**src/design/cer_pkg.sv**
```systemverilog
// Behaviour
// - Invalid command data reports code 0x02.
// - Bad, unexecutable or misaddressed command reports 0x08.
// - Amplifier not ready reports status code 0x04.
// - Command during setting mode rejected with 0x04.
// - Second tuning point without first gives 0x04.
// - Error code stored in error information word.
// - Reduced mode: error flag at word 3 bit A.
// - Monitor mode: error flag at word 13 bit A.
// - After exchange, completed bit and response word.
// - Request dropped after completion clears completed bit.
package cer_pkg;

  // ==========================================================================
  // Error codes, one bit each except CER_CODE_NONE, which is zero.
  localparam logic [15:0] CER_CODE_NONE    = 16'h0000;
  localparam logic [15:0] CER_CODE_COMM    = 16'h0001;
  localparam logic [15:0] CER_CODE_SETVAL  = 16'h0002;
  localparam logic [15:0] CER_CODE_STATUS  = 16'h0004;
  localparam logic [15:0] CER_CODE_COMMAND = 16'h0008;
  localparam logic [15:0] CER_CODE_TRIGGER = 16'h0010;

  // ==========================================================================
  // Reset values.
  localparam logic [15:0] CER_RESP_RST = 16'h0000;
  localparam logic [15:0] CER_INFO_RST = 16'h0000;

  // ==========================================================================
  // Command sequencing states.
  typedef enum logic [1:0] {
    CER_IDLE = 2'b00,
    CER_EXEC = 2'b01,
    CER_DONE = 2'b10
  } cer_state_t;

  // ==========================================================================
  // Outcome of the sensor exchange and of command decoding.
  typedef struct packed {
    logic link_cksum_err;
    logic link_timeout;
    logic value_range_err;
    logic tuning_failed;
    logic hyst_range_err;
    logic timer_range_err;
    logic unsupported;
    logic not_executable;
    logic no_channel;
    logic multi_unit_read;
    logic amp_not_ready;
    logic amp_setting_mode;
    logic tune_first_point;
    logic tune_second_point;
  } cer_check_t;

endpackage : cer_pkg

```
**src/design/cer_command_error_reporter.sv**
```systemverilog
module cer_command_error_reporter
  import cer_pkg::*;
(
  // Clock and reset.
  input  wire logic        CLK_SYS,
  input  wire logic        RSTN,
  // Master command handshake.
  input  wire logic        COMMAND_TRIGGER,
  input  wire logic        MONITOR_MODE,
  output logic             CMD_COMPLETED,
  output logic [15:0]      CMD_RESPONSE,
  // Sensor exchange.
  output logic             LINK_START,
  input  wire logic        LINK_DONE,
  input  wire cer_check_t  LINK_CHECK,
  // Error reporting.
  output logic [15:0]      ERROR_INFO_WORD,
  output logic             ERR_FLAG_REDUCED,
  output logic             ERR_FLAG_MONITOR
);

  // ==========================================================================
  // Classification.
  // Only one code is reported per command, so the causes are ranked: a broken
  // link makes every later verdict meaningless, and a bad command is found
  // before the amplifier state or the data are looked at.
  function automatic logic [15:0] classify(input cer_check_t c,
                                           input logic p1_seen);
    logic [15:0] code;
    code = CER_CODE_NONE;
    if (c.link_cksum_err || c.link_timeout) begin
      code = CER_CODE_COMM;
    end else if (c.unsupported || c.not_executable || c.no_channel ||
                 c.multi_unit_read) begin
      code = CER_CODE_COMMAND;
    end else if (c.amp_not_ready || c.amp_setting_mode ||
                 (c.tune_second_point && !p1_seen)) begin
      code = CER_CODE_STATUS;
    end else if (c.value_range_err || c.tuning_failed ||
                 c.hyst_range_err || c.timer_range_err) begin
      code = CER_CODE_SETVAL;
    end
    return code;
  endfunction : classify

  // ==========================================================================
  // State.
  cer_state_t  state_r,   state_nxt;
  logic        done_r,    done_nxt;
  logic [15:0] resp_r,    resp_nxt;
  logic [15:0] info_r,    info_nxt;
  logic        flag_r,    flag_nxt;
  logic        red_r,     red_nxt;
  logic        mon_r,     mon_nxt;
  logic        p1_seen_r, p1_seen_nxt;
  logic        start_r,   start_nxt;
  logic [15:0] code;

  assign code = classify(LINK_CHECK, p1_seen_r);

  always_comb begin
    state_nxt   = state_r;
    done_nxt    = done_r;
    resp_nxt    = resp_r;
    info_nxt    = info_r;
    flag_nxt    = flag_r;
    p1_seen_nxt = p1_seen_r;
    start_nxt   = 1'b0;
    unique case (state_r)
      CER_IDLE: begin
        if (COMMAND_TRIGGER) begin
          state_nxt = CER_EXEC;
          start_nxt = 1'b1;
          flag_nxt  = 1'b0;
        end
      end
      CER_EXEC: begin
        if (!COMMAND_TRIGGER) begin
          state_nxt = CER_DONE;
          done_nxt  = 1'b1;
          resp_nxt  = CER_CODE_TRIGGER;
          info_nxt  = CER_CODE_TRIGGER;
          flag_nxt  = 1'b1;
          // An aborted command is an error too, so a first point is lost.
          p1_seen_nxt = 1'b0;
        end else if (LINK_DONE) begin
          state_nxt = CER_DONE;
          done_nxt  = 1'b1;
          resp_nxt  = code;
          if (code != CER_CODE_NONE) begin
            info_nxt    = code;
            flag_nxt    = 1'b1;
            p1_seen_nxt = 1'b0;
          end else if (LINK_CHECK.tune_first_point) begin
            p1_seen_nxt = 1'b1;
          end else if (LINK_CHECK.tune_second_point) begin
            p1_seen_nxt = 1'b0;
          end
        end
      end
      CER_DONE: begin
        if (!COMMAND_TRIGGER) begin
          state_nxt = CER_IDLE;
          done_nxt  = 1'b0;
        end
      end
      default: begin
        state_nxt = CER_IDLE;
        done_nxt  = 1'b0;
      end
    endcase
    // The flag appears in one word only, chosen by the I/O mode.
    red_nxt = flag_nxt && !MONITOR_MODE;
    mon_nxt = flag_nxt && MONITOR_MODE;
  end

  always_ff @(posedge CLK_SYS) begin
    if (!RSTN) begin
      state_r   <= CER_IDLE;
      done_r    <= 1'b0;
      resp_r    <= CER_RESP_RST;
      info_r    <= CER_INFO_RST;
      flag_r    <= 1'b0;
      red_r     <= 1'b0;
      mon_r     <= 1'b0;
      p1_seen_r <= 1'b0;
      start_r   <= 1'b0;
    end else begin
      state_r   <= state_nxt;
      done_r    <= done_nxt;
      resp_r    <= resp_nxt;
      info_r    <= info_nxt;
      flag_r    <= flag_nxt;
      red_r     <= red_nxt;
      mon_r     <= mon_nxt;
      p1_seen_r <= p1_seen_nxt;
      start_r   <= start_nxt;
    end
  end

  assign CMD_COMPLETED    = done_r;
  assign CMD_RESPONSE     = resp_r;
  assign ERROR_INFO_WORD  = info_r;
  assign ERR_FLAG_REDUCED = red_r;
  assign ERR_FLAG_MONITOR = mon_r;
  assign LINK_START       = start_r;

  logic ev_done, bad_comm, bad_cmd, bad_stat;
  assign ev_done  = state_r == CER_EXEC && COMMAND_TRIGGER && LINK_DONE;
  assign bad_comm = LINK_CHECK.link_cksum_err || LINK_CHECK.link_timeout;
  assign bad_cmd  = LINK_CHECK.unsupported || LINK_CHECK.not_executable ||
                    LINK_CHECK.no_channel || LINK_CHECK.multi_unit_read;
  assign bad_stat = LINK_CHECK.amp_not_ready ||
                    LINK_CHECK.amp_setting_mode ||
                    (LINK_CHECK.tune_second_point && !p1_seen_r);
endmodule : cer_command_error_reporter

```
**config.mk**
```make
export PLATFORM = sky130hd
export DESIGN_NAME = cer_command_error_reporter
export DESIGN_NICKNAME = d
export VERILOG_FILES = /design/src/design/cer_pkg.sv /design/src/design/cer_command_error_reporter.sv
export SDC_FILE = /design/constraint.sdc
export NUM_CORES = 1
export LEC_CHECK = 0
export BUFFER_PORTS_ARGS = -buffer_cell sky130_fd_sc_hd__buf_2
export CELL_PAD_IN_SITES_DETAIL_PLACEMENT = 1
export CELL_PAD_IN_SITES_GLOBAL_PLACEMENT = 1
export CORE_ASPECT_RATIO = 1.1
export CORE_UTILIZATION = 31
export CTS_CLUSTER_DIAMETER = 60
export DETAILED_ROUTE_END_ITERATION = 16
export PLACE_DENSITY_LB_ADDON = 0.1
export SYNTH_ARGS = -nofsm -noshare
export SYNTH_HDL_FRONTEND = slang
export SYNTH_SLANG_ARGS = --single-unit
```
**constraint.sdc**
```tcl
create_clock -name CLK_SYS -period 3.46 [get_ports CLK_SYS]
set_input_delay 0.519 -clock CLK_SYS [delete_from_list [all_inputs] [get_ports CLK_SYS]]
set_output_delay 0.519 -clock CLK_SYS [all_outputs]
set_load 0.1 [all_outputs]
```
==> run_summary.xml <==
<?xml version="1.0" encoding="UTF-8"?>
<metrics>
  <group name="detailed_routing">
    <metric name="drt.antenna.violating_nets" unit="">0</metric>
    <metric name="dr.first_iter.drc_count" unit="">10</metric>
    <metric name="detail_route.wirelength" unit="µm">2164</metric>
    <metric name="wire_per_inst" unit="µm">12.73</metric>
    <metric name="vias_per_cell" unit="">4.635</metric>
    <metric name="vias" unit="">788</metric>
    <metric name="drt_drc_violations_left" unit="">0</metric>
    <metric name="detailedRoute.firstPassIterationCount" unit="">2</metric>
  </group>
  <group name="sta">
    <metric name="tns" unit="ps">0</metric>
    <metric name="setup_repair_after_global_routing_missed_its_margin" unit="">false</metric>
    <metric name="post-route-period-util" unit="">0.4961</metric>
    <metric name="slew_headroom" unit="">0.4206</metric>
    <metric name="finalClockSkew" unit="ps">3.768</metric>
    <metric name="slew_violations" unit="">0</metric>
    <metric name="tightest_slew" unit="ps">861.2</metric>
    <metric name="setup-violations-final" unit="">0</metric>
    <metric name="final.min_clock_period" unit="ps">1716</metric>
    <metric name="achievable-frequency" unit="MHz">582.6</metric>
    <metric name="finalHoldViolCount" unit="">0</metric>
    <metric name="hold_slack" unit="ps">415.6</metric>
  </group>
  <group name="yosys">
    <metric name="synth.lib_cells_used.distinct" unit="">33</metric>
    <metric name="seq_area_frac_synth" unit="">0.3961</metric>
    <metric name="postSynthCellCount" unit="">105</metric>
    <metric name="ys_top_cells_by_count" unit="">buf_4 (22), dfxtp_1 (18), a21oi_1 (11), nand2_1 (10)</metric>
    <metric name="postSynthAreaPerCell" unit="µm²">8.663</metric>
    <metric name="synth_flop_cell" unit="">dfxtp_1</metric>
    <metric name="yosysWarnings" unit="">0</metric>
    <metric name="synth_top_area_frac" unit="">0.3961</metric>
    <metric name="synth_enable_flop_cells" unit="">0</metric>
    <metric name="synth_top_area_cell" unit="">dfxtp_1</metric>
    <metric name="post-synth-top-count-cell" unit="">buf_4</metric>
    <metric name="synth_seq_cells" unit="">18</metric>
    <metric name="synth_async_sr_flop_share" unit="">0</metric>
    <metric name="synth.top_cells.by_area" unit="">dfxtp_1 (40%), buf_4 (18%), a21oi_1 (6.1%)</metric>
    <metric name="synthesis.area" unit="µm²">909.6</metric>
  </group>
  <group name="global_routing">
    <metric name="global_route.overflow_total" unit="">0</metric>
    <metric name="grt_max_degree" unit="">13</metric>
    <metric name="antenna_found_initial" unit="">0</metric>
    <metric name="wire_length_of_the_first_global_routing_pass" unit="µm">3588</metric>
    <metric name="grt_pass1_vias" unit="">773</metric>
    <metric name="globalRouteTotalUtil" unit="">0.1593</metric>
  </group>
  <group name="clocking">
    <metric name="cts-root-to-sink-buffers" unit="">2</metric>
    <metric name="clock_latency_on_the_worst_skew_pair" unit="ps">290</metric>
    <metric name="numCtsBuffers" unit="">3</metric>
    <metric name="cts_root_buf" unit="">clkbuf_4</metric>
    <metric name="cts.repair_timing.setup_buffer_count" unit="">0</metric>
    <metric name="sink_count_of_the_clock_tree" unit="">18</metric>
    <metric name="h-tree-depth" unit="">1</metric>
    <metric name="total_of_hold_buffers_inserted_after_clock_tree_synthesis" unit="">0</metric>
    <metric name="tritoncts" unit="">built</metric>
    <metric name="path_clk_slew" unit="ps">110</metric>
    <metric name="post_cts_resize_count" unit="">0</metric>
  </group>
  <group name="setup_path">
    <metric name="startpoint_type" unit="">flop</metric>
    <metric name="cp_data_arrival_time" unit="ps">1910</metric>
    <metric name="slowest_stage" unit="">dfxtp_1</metric>
    <metric name="cp.depth" unit="">4</metric>
    <metric name="critical_path.endpoint_type" unit="">flop</metric>
    <metric name="timing.reg2reg.setup_slack" unit="ps">1740</metric>
    <metric name="cp_num_buf_inv" unit="">0</metric>
    <metric name="worst_ep_required_time" unit="ps">3660</metric>
    <metric name="critical_path.cell_chain" unit="">nor2b_1 -&gt; nand2_1 -&gt; a21o_1 -&gt; a211oi_1</metric>
    <metric name="critical_path_peak_fanout" unit="">11</metric>
    <metric name="critPathMaxStageDelay" unit="ps">450</metric>
    <metric name="timing.critical_path.max_delay_family" unit="">simple AND/OR/NAND/NOR gates</metric>
    <metric name="kind_of_critical_path" unit="">reg -&gt; reg</metric>
    <metric name="timing.reg2reg.worst_path_depth" unit="">4</metric>
  </group>
  <group name="min_path">
    <metric name="worst_hold_path_type" unit="">in -&gt; reg</metric>
    <metric name="whs_path_depth" unit="">2</metric>
  </group>
  <group name="finish">
    <metric name="total_number_of_nets_in_the_final_design" unit="">158</metric>
    <metric name="ratio_of_cells_with_drive_above_1_in_the_final_layout" unit="">0.2993</metric>
    <metric name="antenna-diode-count" unit="">0</metric>
    <metric name="syn2layout_area_growth" unit="%">14.31</metric>
    <metric name="final_design_area_no_fill" unit="µm²">1040</metric>
  </group>
  <group name="run_status">
    <metric name="result_of_the_run" unit="">completed</metric>
  </group>
  <group name="power">
    <metric name="power_per_cell_area" unit="nW/µm²">495.6</metric>
    <metric name="p_leak" unit="nW">0.4964</metric>
    <metric name="p_total" unit="mW">0.5153</metric>
    <metric name="irDropWorstVdd" unit="µV">215.5</metric>
  </group>
  <group name="die">
    <metric name="die_y" unit="µm">58.81</metric>
    <metric name="dieArea" unit="µm²">3155</metric>
    <metric name="effective_utilization_at_floorplan" unit="">0.3275</metric>
    <metric name="fp-row-count" unit="">20</metric>
    <metric name="core_footprint" unit="µm²">2778</metric>
    <metric name="die_width" unit="µm">53.65</metric>
    <metric name="design.portCount" unit="">55</metric>
  </group>
  <group name="place">
    <metric name="port_buffers" unit="">32</metric>
    <metric name="finalWeightedCongestion" unit="">0.7433</metric>
    <metric name="dpl-instance-area" unit="µm²">1017</metric>
    <metric name="hpwl" unit="µm">1699</metric>
  </group>
  <group name="run">
    <metric name="max_capacitance_violation_count" unit="">0</metric>
  </group>
</metrics>
-- metrics by stage --
step                instances  utilization  setup WS [ps]
floorplan                 126            -           1818
global placement          167       0.3662           1652
detailed placement        167       0.3662           1531
CTS                       170       0.3743           1727
global route              170       0.3743           1593
finish                    170       0.3743           1744
-- cell families after synthesis --
logic type / count (synthesis) / share of synthesized area
DFF: 18 / 0.3962
buffers and inverters: 27 / 0.2022
other: 1 / 0.004123
AOI/OAI and AO/OA: 27 / 0.1912
and+or+nand+nor: 32 / 0.2063
-- state kept, by name, indices dropped and copies added (netlist names) --
| signal | count |
|---|---|
| CMD_COMPLETED | 1 |
| LINK_START | 1 |
| ERR_FLAG_MONITOR | 1 |
| state_r | 2 |
| p1_seen_r | 1 |
| ERROR_INFO_WORD | 5 |
| ERR_FLAG_REDUCED | 1 |
| CMD_RESPONSE | 5 |
| flag_r | 1 |
-- final cells by class --
cell class | instances | area, µm²
multi-input combinational | 81 | 444.2
fill | 362 | 1738
sequential | 18 | 360.3
inverter | 3 | 11.26
timing repair buffer | 32 | 160.2
clock buffer | 3 | 22.52
tap | 33 | 41.29
-- per-layer routing --
layer | track usage | vias to the layer above | part of all wire
met3 | 0.03359 | 2 | 0.065
met4 | 0.06767 | 0 | 0.0074
met5 | 0 | - | 0
li1 | - | 385 | -
met2 | 0.2589 | 32 | 0.48
met1 | 0.2000 | 369 | 0.44
-- report_power, final --
part	switching, mW	internal [mW]	leakage (nW)	total (mW)
clock network	0.0664	0.0404	0.0138	0.107
logic	0.168	0.0216	0.336	0.190
registers	0.00405	0.215	0.146	0.219
-- path summary, 6_finish.rpt --
kind / start / end
worst max register to register: state_r[0]$_SDFFE_PN0P_ / ERR_FLAG_MONITOR$_SDFF_PN0_
worst min register to register: CMD_RESPONSE[1]$_SDFFE_PN0P_ / CMD_RESPONSE[1]$_SDFFE_PN0P_
worst max-delay path: state_r[0]$_SDFFE_PN0P_ / ERR_FLAG_MONITOR$_SDFF_PN0_
worst min-delay path: MONITOR_MODE / ERR_FLAG_REDUCED$_SDFF_PN0_
-- placed cells by master (no fill, tap or decap), types with 2 or more instances in the layout --
cell and n:
a211oi_1 4, a21oi_1 11, buf_2 32, clkbuf_4 3
conb_1 22, dfxtp_1 18, inv_1 3, nand2_1 10
nand2b_1 3, nand3b_1 2, nor2_1 4, nor2b_1 2
o21ai_0 2, o22ai_1 2
Note: power is estimated with default switching activity, not from simulation.
